### config.mk
export PLATFORM = sky130hd
export DESIGN_NAME = ccs_top
export DESIGN_NICKNAME = d
export VERILOG_FILES = /design/src/hdl/ccs_pkg.sv /design/src/hdl/ccs_top.sv /design/src/hdl/ccs_fail_mon.sv /design/src/hdl/ccs_clk_mux.sv
export SDC_FILE = /design/constraint.sdc
export NUM_CORES = 1
export LEC_CHECK = 0
export ABC_AREA = 1
export BUFFER_PORTS_ARGS = -buffer_cell sky130_fd_sc_hd__buf_2
export CAP_MARGIN = 20
export CORE_MARGIN = 2
export CORE_UTILIZATION = 44
export CTS_CLUSTER_SIZE = 16
export DETAILED_ROUTE_END_ITERATION = 12
export PLACE_DENSITY = 0.86
export SLEW_MARGIN = 20
export SYNTH_ARGS = -nofsm -noshare
export SYNTH_HDL_FRONTEND = slang
export SYNTH_SLANG_ARGS = --single-unit
### constraint.sdc
create_clock -name clk -period 1.3 [get_ports clk]
set_input_delay 0.065 -clock clk [delete_from_list [all_inputs] [get_ports clk]]
set_output_delay 0.065 -clock clk [all_outputs]
set_load 0.01 [all_outputs]
### src/hdl/ccs_pkg.sv
// constants, codes and carriers of the clock source select block
// assumes one 25 MHz bus clock; oscillator inputs arrive sampled on it
// Function
// RL1 - eight clock modes from a three-bit config field caught at start-up
// RL2 - external modes: monitor detects lost external clock, switches to internal
// RL3 - external clock mode: clock from input pin, output pin freed for I/O
// RL4 - external RC with clock out: output pin drives system clock divided by four
// RL5 - external RC without clock out: output pin freed for I/O
// RL6 - internal with clock out: output pin drives clock/4, input pin freed
// RL7 - internal without clock out: both oscillator pins freed for I/O
// RL8 - software switches system clock between external and internal at run time
// RL9 - internal clock from high or low internal oscillator, chosen by software
// RL10 - two-speed start-up runs internal until the external oscillator settles
// RL11 - fail switch-over sets sticky readable, clearable flag that may interrupt
// RL12 - source switch is glitch-free, old source parked low before new one
package ccs_pkg;
    localparam logic [2:0] MODE_EXT_CLK = 3'h0;
    localparam logic [2:0] MODE_LOW_XTAL = 3'h1;
    localparam logic [2:0] MODE_MED_XTAL = 3'h2;
    localparam logic [2:0] MODE_HIGH_XTAL = 3'h3;
    localparam logic [2:0] MODE_RC_OUT = 3'h4;
    localparam logic [2:0] MODE_RC_IO = 3'h5;
    localparam logic [2:0] MODE_INT_OUT = 3'h6;
    localparam logic [2:0] MODE_INT_IO = 3'h7;
    localparam logic [3:0] OFS_CTRL = 4'h0;
    localparam logic [3:0] OFS_STATUS = 4'h4;
    localparam logic [3:0] OFS_IRQ_STAT = 4'h8;
    localparam logic [3:0] OFS_IRQ_MASK = 4'hC;
    localparam int CTRL_SCS = 0;
    localparam int CTRL_HF = 1;
    localparam int ST_ON_EXT = 0;
    localparam int ST_OST_DONE = 1;
    localparam int ST_FAIL = 2;
    localparam int ST_SWITCH = 3;
    localparam int ST_MODE = 4;
    localparam int EVT_FAIL = 0;
    localparam int EVT_OST = 1;
    localparam logic [1:0] CTRL_RST = 2'h2;
    localparam logic [1:0] MASK_RST = 2'h0;
    localparam int CLK_NS = 40;
    localparam int FAIL_TIME_NS = 2000;
    localparam int FAIL_CYC = (FAIL_TIME_NS + CLK_NS - 1) / CLK_NS;
    localparam int FAIL_W = 6;
    localparam int OST_EDGES = 1024;
    localparam int OST_W = 10;
    typedef enum logic [1:0] {SRC_EXT, SRC_HF, SRC_LF} ccs_src_t;
    typedef struct packed {
        logic hf_sel;
        logic scs_int;
    } ccs_ctrl_t;
    typedef struct packed {
        logic ost;
        logic fail;
    } ccs_evt_t;
    function automatic logic is_ext(input logic [2:0] m);
        is_ext = (m != MODE_INT_OUT) && (m != MODE_INT_IO);
    endfunction : is_ext
endpackage : ccs_pkg

### src/hdl/ccs_top.sv
// clock source select with fail-safe monitor, Avalon-MM register slave
// assumes cfg_* straps hold steady through reset release; pins sampled on clk
`timescale 1ns/100ps
module ccs_top import ccs_pkg::*; (
    input wire logic clk,
    input wire logic srst,
    input wire logic [2:0] cfg_fosc,
    input wire logic cfg_two_speed,
    input wire logic cfg_failsafe,
    input wire logic osc_pin_in,
    input wire logic hf_osc_in,
    input wire logic lf_osc_in,
    input wire logic [3:0] avs_address,
    input wire logic avs_read,
    input wire logic avs_write,
    input wire logic [31:0] avs_writedata,
    input wire logic [3:0] avs_byteenable,
    output logic [31:0] avs_readdata,
    output logic avs_waitrequest,
    output logic sys_clk,
    output logic osc_out_o,
    output logic osc_out_oe,
    output logic osc_in_gpio_en,
    output logic osc_out_gpio_en,
    output logic irq
);
    ////////////////////////////////////////////////////////////////////////////
    // configuration strap, caught once after reset
    logic taken_reg, taken_next;
    logic [2:0] mode_reg, mode_next;
    logic two_reg, two_next;
    logic fs_reg, fs_next;
    logic ext_m;
    always_comb
    begin
        taken_next = 1'b1;
        mode_next = mode_reg;
        two_next = two_reg;
        fs_next = fs_reg;
        if (!taken_reg)
        begin
            mode_next = cfg_fosc; // RL1
            two_next = cfg_two_speed;
            fs_next = cfg_failsafe;
        end
    end
    always_ff @(posedge clk)
    begin
        if (srst)
        begin
            taken_reg <= 1'b0;
            mode_reg <= MODE_INT_IO;
            two_reg <= 1'b0;
            fs_reg <= 1'b0;
        end
        else
        begin
            taken_reg <= taken_next;
            mode_reg <= mode_next;
            two_reg <= two_next;
            fs_reg <= fs_next;
        end
    end
    assign ext_m = taken_reg && is_ext(mode_reg);
    ////////////////////////////////////////////////////////////////////////////
    // external start-up count, fail monitor and source choice
    logic ext_prev_reg, ext_prev_next;
    logic [OST_W-1:0] ost_cnt_reg, ost_cnt_next;
    logic ost_reg, ost_next;
    logic ext_rise, fail_w, fail_pulse_w, want_int, sw_w;
    ccs_src_t sel_req, cur_w;
    ccs_ctrl_t ctrl_reg, ctrl_next;
    assign ext_rise = osc_pin_in & ~ext_prev_reg;
    always_comb
    begin
        ext_prev_next = osc_pin_in;
        ost_cnt_next = ost_cnt_reg;
        ost_next = ost_reg;
        if (ext_m && !ost_reg && ext_rise)
        begin
            ost_cnt_next = ost_cnt_reg + 1'b1;
            if (ost_cnt_reg == OST_W'(OST_EDGES - 1))
                ost_next = 1'b1;
        end
    end
    always_ff @(posedge clk)
    begin
        if (srst)
        begin
            ext_prev_reg <= 1'b0;
            ost_cnt_reg <= '0;
            ost_reg <= 1'b0;
        end
        else
        begin
            ext_prev_reg <= ext_prev_next;
            ost_cnt_reg <= ost_cnt_next;
            ost_reg <= ost_next;
        end
    end
    // watching only after start-up keeps a slow crystal from looking dead
    ccs_fail_mon u_mon (
        .clk(clk),
        .srst(srst),
        .enable(ext_m && fs_reg && ost_reg), // RL2
        .ext_rise(ext_rise),
        .fail(fail_w),
        .fail_pulse(fail_pulse_w)
    );
    // without two-speed the external source is taken at once, start-up or not
    assign want_int = !ext_m || ctrl_reg.scs_int || fail_w || (two_reg && !ost_reg); // RL2 RL8 RL10
    assign sel_req = !want_int ? SRC_EXT : (ctrl_reg.hf_sel ? SRC_HF : SRC_LF); // RL9
    ccs_clk_mux u_mux (
        .clk(clk),
        .srst(srst),
        .src({lf_osc_in, hf_osc_in, osc_pin_in}),
        .sel_req(sel_req),
        .sys_clk(sys_clk),
        .cur_sel(cur_w),
        .switching(sw_w)
    );
    ////////////////////////////////////////////////////////////////////////////
    // divide by four and pin ownership
    logic sclk_prev_reg, sclk_prev_next;
    logic [1:0] div_reg, div_next;
    logic oo_reg, oo_next, oe_reg, oe_next, ig_reg, ig_next, og_reg, og_next;
    always_comb
    begin
        sclk_prev_next = sys_clk;
        div_next = div_reg + {1'b0, sys_clk & ~sclk_prev_reg};
        oo_next = div_reg[1]; // RL4 RL6
        oe_next = taken_reg && (mode_reg == MODE_RC_OUT || mode_reg == MODE_INT_OUT); // RL4 RL6
        og_next = taken_reg && (mode_reg == MODE_EXT_CLK || mode_reg == MODE_RC_IO
            || mode_reg == MODE_INT_IO); // RL3 RL5 RL7
        ig_next = taken_reg && !is_ext(mode_reg); // RL6 RL7
    end
    always_ff @(posedge clk)
    begin
        if (srst)
        begin
            sclk_prev_reg <= 1'b0;
            div_reg <= 2'h0;
            oo_reg <= 1'b0;
            oe_reg <= 1'b0;
            ig_reg <= 1'b0;
            og_reg <= 1'b0;
        end
        else
        begin
            sclk_prev_reg <= sclk_prev_next;
            div_reg <= div_next;
            oo_reg <= oo_next;
            oe_reg <= oe_next;
            ig_reg <= ig_next;
            og_reg <= og_next;
        end
    end
    assign osc_out_o = oo_reg;
    assign osc_out_oe = oe_reg;
    assign osc_in_gpio_en = ig_reg;
    assign osc_out_gpio_en = og_reg;
    ////////////////////////////////////////////////////////////////////////////
    // register slave: one wait cycle, then the answer
    logic wait_reg, wait_next;
    logic [31:0] rd_reg, rd_next;
    ccs_evt_t stat_reg, stat_next, mask_reg, mask_next, evt;
    logic ost_q_reg, irq_reg, irq_next, wr_ok;
    function automatic logic [31:0] rd_word(input logic [3:0] a, input logic [31:0] st,
        input ccs_ctrl_t c, input ccs_evt_t s, input ccs_evt_t m);
        unique case (a)
            OFS_CTRL: rd_word = {30'h0, c};
            OFS_STATUS: rd_word = st;
            OFS_IRQ_STAT: rd_word = {30'h0, s};
            OFS_IRQ_MASK: rd_word = {30'h0, m};
            default: rd_word = 32'h0;
        endcase
    endfunction : rd_word
    logic [31:0] st_word;
    always_comb
    begin
        st_word = 32'h0;
        st_word[ST_ON_EXT] = (cur_w == SRC_EXT) && !sw_w;
        st_word[ST_OST_DONE] = ost_reg;
        st_word[ST_FAIL] = fail_w;
        st_word[ST_SWITCH] = sw_w;
        st_word[ST_MODE +: 3] = mode_reg;
    end
    assign wr_ok = avs_write && !wait_reg && avs_byteenable[0];
    assign evt = '{ost: ost_reg & ~ost_q_reg, fail: fail_pulse_w};
    always_comb
    begin
        wait_next = 1'b1;
        rd_next = rd_reg;
        ctrl_next = ctrl_reg;
        mask_next = mask_reg;
        if ((avs_read || avs_write) && wait_reg)
        begin
            wait_next = 1'b0;
            rd_next = avs_read ? rd_word(avs_address, st_word, ctrl_reg, stat_reg, mask_reg) : 32'h0;
        end
        if (wr_ok && avs_address == OFS_CTRL)
            ctrl_next = avs_writedata[1:0]; // RL8 RL9
        if (wr_ok && avs_address == OFS_IRQ_MASK)
            mask_next = avs_writedata[1:0];
        // a clear in the same cycle as a new event loses
        stat_next = stat_reg;
        if (wr_ok && avs_address == OFS_IRQ_STAT)
            stat_next = stat_reg & ~avs_writedata[1:0];
        stat_next = stat_next | evt; // RL11
        irq_next = |(stat_next & mask_next); // RL11
    end
    always_ff @(posedge clk)
    begin
        if (srst)
        begin
            wait_reg <= 1'b1;
            rd_reg <= 32'h0;
            ctrl_reg <= CTRL_RST;
            mask_reg <= MASK_RST;
            stat_reg <= '0;
            ost_q_reg <= 1'b0;
            irq_reg <= 1'b0;
        end
        else
        begin
            wait_reg <= wait_next;
            rd_reg <= rd_next;
            ctrl_reg <= ctrl_next;
            mask_reg <= mask_next;
            stat_reg <= stat_next;
            ost_q_reg <= ost_reg;
            irq_reg <= irq_next;
        end
    end
    assign avs_waitrequest = wait_reg;
    assign avs_readdata = rd_reg;
    assign irq = irq_reg;
    ////////////////////////////////////////////////////////////////////////////
    // checks
    property p_mode_held;
        @(posedge clk) disable iff (srst)
        taken_reg |=> ($stable(mode_reg) && taken_reg);
    endproperty
    a_mode_held: assert property (p_mode_held) else $error("mode changed after capture"); // RL1
    property p_extclk_pins;
        @(posedge clk) disable iff (srst)
        (taken_reg && mode_reg == MODE_EXT_CLK) |=> (osc_out_gpio_en && !osc_in_gpio_en && !osc_out_oe);
    endproperty
    a_extclk_pins: assert property (p_extclk_pins) else $error("external clock pin use wrong"); // RL3
    property p_rc_out;
        @(posedge clk) disable iff (srst)
        (taken_reg && mode_reg == MODE_RC_OUT) ##1 1'b1 |=> (osc_out_oe && !osc_out_gpio_en
            && osc_out_o == $past(div_reg[1], 1));
    endproperty
    a_rc_out: assert property (p_rc_out) else $error("rc clock out wrong"); // RL4
    property p_rc_io;
        @(posedge clk) disable iff (srst)
        (taken_reg && mode_reg == MODE_RC_IO) |=> (osc_out_gpio_en && !osc_out_oe && !osc_in_gpio_en);
    endproperty
    a_rc_io: assert property (p_rc_io) else $error("rc io pin wrong"); // RL5
    property p_int_out;
        @(posedge clk) disable iff (srst)
        (taken_reg && mode_reg == MODE_INT_OUT) |=> (osc_out_oe && osc_in_gpio_en && !osc_out_gpio_en);
    endproperty
    a_int_out: assert property (p_int_out) else $error("int clock out pins wrong"); // RL6
    property p_int_io;
        @(posedge clk) disable iff (srst)
        (taken_reg && mode_reg == MODE_INT_IO) |=> (osc_in_gpio_en && osc_out_gpio_en && !osc_out_oe);
    endproperty
    a_int_io: assert property (p_int_io) else $error("int io pins wrong"); // RL7
    property p_sw_int;
        @(posedge clk) disable iff (srst)
        (wr_ok && avs_address == OFS_CTRL && avs_writedata[CTRL_SCS]) |=> (sel_req != SRC_EXT);
    endproperty
    a_sw_int: assert property (p_sw_int) else $error("software switch ignored"); // RL8
    property p_int_speed;
        @(posedge clk) disable iff (srst)
        want_int |-> (sel_req == (ctrl_reg.hf_sel ? SRC_HF : SRC_LF));
    endproperty
    a_int_speed: assert property (p_int_speed) else $error("internal speed wrong"); // RL9
    property p_two_speed;
        @(posedge clk) disable iff (srst)
        (ext_m && two_reg && !ost_reg) |-> (sel_req != SRC_EXT);
    endproperty
    a_two_speed: assert property (p_two_speed) else $error("external used before start-up"); // RL10
    property p_fail_flag;
        @(posedge clk) disable iff (srst)
        fail_pulse_w |=> (stat_reg.fail && sel_req != SRC_EXT);
    endproperty
    a_fail_flag: assert property (p_fail_flag) else $error("fail flag or switch missing"); // RL2 RL11
endmodule : ccs_top

### src/hdl/ccs_fail_mon.sv
// watchdog on the external oscillator edges
// assumes ext_rise is a one-cycle pulse per external rising edge
`timescale 1ns/100ps
module ccs_fail_mon import ccs_pkg::*; (
    input wire logic clk,
    input wire logic srst,
    input wire logic enable,
    input wire logic ext_rise,
    output logic fail,
    output logic fail_pulse
);
    logic [FAIL_W-1:0] cnt_reg, cnt_next;
    logic fail_reg, fail_next;
    logic pulse_reg, pulse_next;
    always_comb
    begin
        cnt_next = cnt_reg;
        fail_next = fail_reg;
        if (!enable)
        begin
            cnt_next = '0;
            fail_next = 1'b0;
        end
        else if (ext_rise)
        begin
            // clock is back: lift the fail level, flag stays sticky upstream
            cnt_next = '0;
            fail_next = 1'b0;
        end
        else if (cnt_reg == FAIL_W'(FAIL_CYC - 1))
            fail_next = 1'b1; // RL2
        else
            cnt_next = cnt_reg + 1'b1;
        pulse_next = fail_next & ~fail_reg;
    end
    always_ff @(posedge clk)
    begin
        if (srst)
        begin
            cnt_reg <= '0;
            fail_reg <= 1'b0;
            pulse_reg <= 1'b0;
        end
        else
        begin
            cnt_reg <= cnt_next;
            fail_reg <= fail_next;
            pulse_reg <= pulse_next;
        end
    end
    assign fail = fail_reg;
    assign fail_pulse = pulse_reg;
    property p_fail_timeout;
        @(posedge clk) disable iff (srst)
        (enable && !ext_rise && !fail && cnt_reg == FAIL_W'(FAIL_CYC - 1)) |=> (fail && fail_pulse);
    endproperty
    a_fail_timeout: assert property (p_fail_timeout) else $error("monitor missed timeout"); // RL2
endmodule : ccs_fail_mon

### src/hdl/ccs_clk_mux.sv
// glitch-free selector over three sampled clock levels
// assumes every source toggles slower than clk
`timescale 1ns/100ps
module ccs_clk_mux import ccs_pkg::*; (
    input wire logic clk,
    input wire logic srst,
    input wire logic [2:0] src,
    input wire ccs_src_t sel_req,
    output logic sys_clk,
    output ccs_src_t cur_sel,
    output logic switching
);
    typedef enum logic {MUX_RUN, MUX_PARK} ccs_mux_st_t;
    ccs_mux_st_t st_reg, st_next;
    ccs_src_t cur_reg, cur_next, tgt_reg, tgt_next;
    logic clk_reg, clk_next;
    function automatic logic lvl(input logic [2:0] s, input ccs_src_t k);
        lvl = s[k == SRC_HF ? 1 : (k == SRC_LF ? 2 : 0)];
    endfunction : lvl
    always_comb
    begin
        st_next = st_reg;
        cur_next = cur_reg;
        tgt_next = tgt_reg;
        unique case (st_reg)
            MUX_RUN:
            begin
                // only leave the old source on its low phase
                if (sel_req != cur_reg && !lvl(src, cur_reg)) // RL12
                begin
                    st_next = MUX_PARK;
                    tgt_next = sel_req;
                end
            end
            MUX_PARK:
            begin
                tgt_next = sel_req;
                // join the new source in its low phase, so its next edge is whole
                if (!lvl(src, sel_req)) // RL12
                begin
                    st_next = MUX_RUN;
                    cur_next = sel_req;
                end
            end
        endcase
        clk_next = (st_next == MUX_RUN) ? lvl(src, cur_next) : 1'b0;
    end
    always_ff @(posedge clk)
    begin
        if (srst)
        begin
            st_reg <= MUX_RUN;
            cur_reg <= SRC_LF;
            tgt_reg <= SRC_LF;
            clk_reg <= 1'b0;
        end
        else
        begin
            st_reg <= st_next;
            cur_reg <= cur_next;
            tgt_reg <= tgt_next;
            clk_reg <= clk_next;
        end
    end
    assign sys_clk = clk_reg;
    assign cur_sel = cur_reg;
    assign switching = (st_reg == MUX_PARK);
    property p_no_glitch;
        @(posedge clk) disable iff (srst)
        ($changed(cur_reg)) |-> (!sys_clk && !$past(sys_clk) && ($past(st_reg) == MUX_PARK));
    endproperty
    a_no_glitch: assert property (p_no_glitch) else $error("clock switched without parking"); // RL12
endmodule : ccs_clk_mux

# --- Word level (Yosys, flattened, before mapping) ---
# Cells that the tools add are included.
op_classes:
  add_sub_neg: 3
  multipliers: 0
  div_mod_pow: 0
  magnitude_cmp: 3
  eq_ne: 18
  shift: 0
  muxes: 31
  bitwise: 14
  n_reduce_logical: 38
op_table:
  columns: ["cell", "count"]
  rows:
  - ["32-bit 2-to-1 mux", 4]
  - ["32-bit by 4-bit less-than comparator with 1-bit output (second input constant)", 3]
  - ["7-bit one-hot mux with 4 select lines", 1]
  - ["1-bit logical AND", 18]
  - ["2-bit 2-to-1 mux", 9]
  - ["1-bit 2-to-1 mux", 13]
  - ["3-bit == test (second input constant)", 4]
  - ["10-bit by 1-bit adder with 10-bit output (second input constant)", 1]
  - ["10-bit == test (second input constant)", 1]
  - ["4-bit == test (second input constant)", 2]
  - ["1-bit logical OR", 7]
  - ["6-bit by 1-bit adder with 6-bit output (second input constant)", 1]
  - ["1-bit binary-select mux with 2-bit select", 3]
  - ["2-bit by 1-bit == test with 1-bit output (second input constant)", 3]
  - ["2-bit == test (second input constant)", 3]
  - ["6-bit == test (second input constant)", 1]
  - ["1-bit logical NOT", 6]
  - ["3-bit != test (second input constant)", 2]
  - ["1-bit inverter", 6]
  - ["1-bit bitwise AND", 4]
  - ["2-bit bitwise AND", 2]
  - ["4-bit by 3-bit == test with 1-bit output (second input constant)", 1]
  - ["4-bit logical NOT", 1]
  - ["2-bit OR reduction", 2]
  - ["9 further kinds", 9]
word_totals:
  regBits: 78
  latch_bits: 0
  ram_bits: 0
  mem_bits_ro: 0
  output_inout_bits: 39
  elab_cells: 136
  mem_count: 0

# --- Logic depth before layout (Yosys ltp) ---
logic_depth:
  depth_word: 22
  mapped_depth: 13
  mapped_depth_nobuf: 13

# --- Hierarchy ---
# From an unflattened synthesis, not the netlist that was laid out.
unflattened:
  cells_unflattened: 381
  area_unflattened_um2: 2676.3
by_module_without_submodules:
  columns: ["module", "n_inst", "cells_each", "area_each_um2", "seq_area_each_um2"]
  rows:
  - ["ccs_top", 1, 273, 1961.9, 820.8]
  - ["ccs_fail_mon", 1, 53, 384.1, 160.2]
  - ["ccs_clk_mux", 1, 55, 330.3, 80.1]

# --- Worst setup path after synthesis ---
# Ideal clock, no wire load.
synth_timing:
  path_type: "register -> register"
  startpoint: "register u_mon.cnt_reg[0]"
  endpoint: "register u_mon.cnt_reg[1]"
  setup_time_ns: 0.119
  t_arrival_ns: 1.302
  path_slack_ns: -0.121
  path_stages_with_launch: 7
  n_path_buf: 0
  synth_period_minus_slack_ns: 1.421
  cell_sequence: "dfxtp_1 > ha_1 > inv_1 > nor4_1 > inv_1 > o21ai_0 > a21oi_1"
synth_via:
  elab_chain_cells: 1
synth_rtl:
  columns: ["element", "line", "source"]
  rows:
  - ["start, declared", "ccs_fail_mon.sv:12", "logic [FAIL_W-1:0] cnt_reg, cnt_next;"]
  - ["start signal, assigned", "ccs_fail_mon.sv:46", "cnt_reg <= cnt_next;"]
  - ["6-bit by 1-bit adder with 6-bit output / 6-bit == test (equally long branches)", "ccs_fail_mon.sv:33, ccs_fail_mon.sv:30", null]
# Parallel ways exist; a longest one is shown, timed or not.
# A chain may end at the register's enable or synchronous reset.

# --- Worst setup path after layout ---
layout_timing:
  startpoint: "register mode_reg[1]"
  endpoint: "register ost_cnt_reg[9]"
layout_via:
  elab_chain_cells: 5
layout_rtl:
  columns: ["element", "line", "source"]
  rows:
  - ["start, declared", "ccs_top.sv:30", "logic [2:0] mode_reg, mode_next;"]
  - ["start signal, assigned", "ccs_top.sv:59", "mode_reg <= mode_next;"]
  - ["3-bit != test", "ccs_pkg.sv:56", "is_ext = (m != MODE_INT_OUT) && (m != MODE_INT_IO);"]
  - ["1-bit logical AND *", "ccs_pkg.sv:56", null]
  - ["1-bit logical AND *", "ccs_top.sv:64", "assign ext_m = taken_reg && is_ext(mode_reg);"]
  - ["1-bit logical AND * (2 in series)", "ccs_top.sv:79", "if (ext_m && !ost_reg && ext_rise)"]
  - ["end signal, assigned", "ccs_top.sv:97", "ost_cnt_reg <= ost_cnt_next;"]
  - ["end, declared", "ccs_top.sv:68", "logic [OST_W-1:0] ost_cnt_reg, ost_cnt_next;"]
# Every way passes the cells marked *; elsewhere a longest branch is shown, timed or not.

==> out/metrics.cfg <==
[worst_setup_path]
r2r_end=ost_cnt_reg[9]
worst_ep_arrival_time_ns=1.69
cpMaxStageDelayCell=dfxtp_2
timing.rr.start=mode_reg[1]
cp.depth=10
crit_start=mode_reg[1]
cpPeakStageDelay_ns=0.33
critPathCapture=ost_cnt_reg[9]
path_buf_inv=0
cp.required_ns=1.52
crit_chain=nand2_2 -> nand2_4 -> nor3_4 -> nand3b_4 -> nor2_4 -> nand2_2 -> nor2_4 -> nand3_2 -> o21ai_1 -> a21oi_1
critPathMaxFanout=3
reg2reg_depth=10
r2r_setup_slack_ns=-0.17
end_kind=flip-flop
worst-setup-path-type=reg2reg
crit_family=simple AND/OR/NAND/NOR gates
startpoint_type=flip-flop

[outcome]
outcome=finished with violations
violations=setup timing

[sta]
setup_violations=10
rsz0062_at_grt=yes
timing.fmax_ghz=0.679
min_period_ns=1.47
finalHoldViolCount=0
tns_ns=-0.753
setup_ws_ns=-0.173
slew_viol_final=0
period_share=1.13
skew_ns=0.00962

[clock_network]
cts-root-buf=clkbuf_8
clk_pin_slew_worst_paths_ns=0.10
numCtsBuffers=5
cts_tree=done
insertion_delay_ns=0.31
ctsLongestPathBuffers=2
htree_levels=2
cts_sinks=53

[logic_synthesis]
synth_cells=321
yosys.area_share.simple=0.247
ys_seq_elements=53
synth_top_family_by_area=simple AND/OR/NAND/NOR gates
ys_seq_area_frac=0.432
synth_cell_type_count=33
synth.area.mux_share=0
synth_xor_area_frac=0.0214
syn_area_per_cell_sq_um=7.65
synth_compound_area_frac=0.128
synthAdderAreaFrac=0.0204
yosys_warnings=0
synth_area_sq_mm=0.00246

[power_and_ir_drop]
power_density_mw_per_mm2=998
leakage_nw=1.47
worst_ir_drop_vdd_mv=0.428
p_total_mw=3.14

[grt]
grtUsageMet2=0.313
grt_max_degree=24
grt_overflow=0
grt_first_pass_wirelength_um=8640
met1_usage=0.194
grtUsageMet3=0.0352
grt.total_usage=0.174
grt_pass1_vias=2103
antenna_found_initial=0
busiest_layer=met2

[route]
wire_per_inst_um=11.2
first_iter_violations=88
totalWireLength_um=5250
ant_nets=0
drc_errors=0
dr.pass1.iters=5
vias=2212
vias_per_cell=4.71

[hold_path]
min_path_type=in2reg

[finish]
area_delta_synth_final_pct=28.3
fin_nets=453
final_common_cell=nand2_1
layout_common_cells=48 x nand2_1, 46 x dfxtp_1, 38 x buf_4
antenna_cells=0
seqCellArea_sq_mm=0.00107
drive_above_1_share=0.329
nFillCells=470
multi_input_area_sq_mm=0.00123
largest_reg_flops=10

[floorplanning]
start_util=0.452
die_w_um=78.7
io_pins=91
core_sq_mm=0.00544
die_h_um=78.7
dieArea_sq_mm=0.00620
rows=27

[placed_design]
gp_congestion=0.893
hpwl_um=3930
place_ws_ns=-0.159
numPortBuffers=32

[flow_run]
max_cap_viol_count=0

## cell families after synthesis
logic type	count (synthesis)
buffers and inverters	73
DFF	53
other	1
adders and majority gates	4
AOI/OAI and AO/OA	56
xor gates and xnor gates	6
and+or+nand+nor	128
## worst min path at each step
stage | depth (start not counted) | start | slack (ns) | endpoint
2_1_floorplan | 2 | cfg_fosc[1] | 0.18 | mode_reg[1]
3_3_place_gp | 3 | cfg_fosc[1] | 0.28 | mode_reg[1]
3_5_place_dp | 3 | cfg_fosc[1] | 0.28 | mode_reg[1]
4_1_cts | 3 | avs_writedata[0] | 0.01 | ctrl_reg[0]
5_1_grt | 3 | cfg_failsafe | 0.03 | fs_reg
6_report | 3 | cfg_two_speed | 0.02 | two_reg
## synth_stat cells
cell	count	area, sq um
a21oi_1	24	120
nand3_1	14	70.1
o21ai_0	18	90.1
o41ai_1	1	8.76
o211ai_1	3	22.5
nor2_4	2	22.5
nand2_2	6	37.5
nor3_1	7	35.0
dfxtp_1	53	1060
nand3_2	3	30.0
nand4_1	6	37.5
or3_1	1	6.26
buf_4	25	188
clkbuf_1	5	18.8
xor2_1	4	35.0
o21ba_2	1	10.0
o21ai_1	2	10.0
a21oi_2	1	8.76
nor3_4	1	16.3
conb_1	1	3.75
o21a_1	2	15.0
o22ai_1	1	6.26
o31ai_1	1	7.51
inv_2	4	15.0
nor2_2	1	6.26
xnor2_1	2	17.5
nor2_1	32	120
nand3b_4	1	20.0
nor4_1	1	6.26
inv_1	39	146
ha_1	4	50.1
nand2_1	53	199
a211oi_1	2	15.0
## cell type report
cell class / instances / share of cell area
Sequential cell: 53 / 0.339
Tap cell: 72 / 0.0286
Clock buffer: 6 / 0.0262
Clock inverter: 2 / 0.00556
Inverter: 43 / 0.0512
Timing Repair Buffer: 75 / 0.158
Multi-Input combinational cell: 219 / 0.391
## stage by stage
stage | hold slack, ns | util | cell area, sq um | std cells
after floorplan | 0.178 | - | 2570 | 345
after global placement | 0.278 | 0.528 | 2870 | 453
after detailed placement | 0.278 | 0.528 | 2870 | 453
after CTS | 0.0135 | 0.563 | 3060 | 467
after global routing | 0.0265 | 0.579 | 3150 | 470
final | 0.0159 | 0.579 | 3150 | 470
## metal layers
layer | wire [um] | part of all wire | vias to the layer above
li1 | - | - | 1136
met1 | 2150 | 0.41 | 1002
met2 | 2710 | 0.52 | 61
met3 | 255 | 0.049 | 13
met4 | 138 | 0.026 | 0
met5 | 0 | 0 | -
## report_power, final
part	total, mW	switching (mW)	internal [mW]
sequential	1.70	0.0313	1.67
combinational	0.448	0.267	0.181
clock	0.991	0.549	0.443
total	3.14	0.847	2.30
## worst register-to-register path, cell delays in order (launching register included)
cell and delay, ns:
dfxtp_2 0.33, nand2_2 0.09, nand2_4 0.07, nor3_4 0.20
nand3b_4 0.12, nor2_4 0.11, nand2_2 0.09, nor2_4 0.12
nand3_2 0.08, o21ai_1 0.13, a21oi_1 0.05
## timing repair
| action | 4_1_cts | 5_1_grt |
|---|---|---|
| buffers inserted | 2 | 4 |
| pin swaps | 6 | 7 |
| setup endpoints to repair | 21 | 24 |
| hold buffers | 4 | 0 |
| endpoints found under the hold margin | 4 | 0 |
| resized for setup | 14 | 24 |
Note: power is estimated with default switching activity, not from simulation.
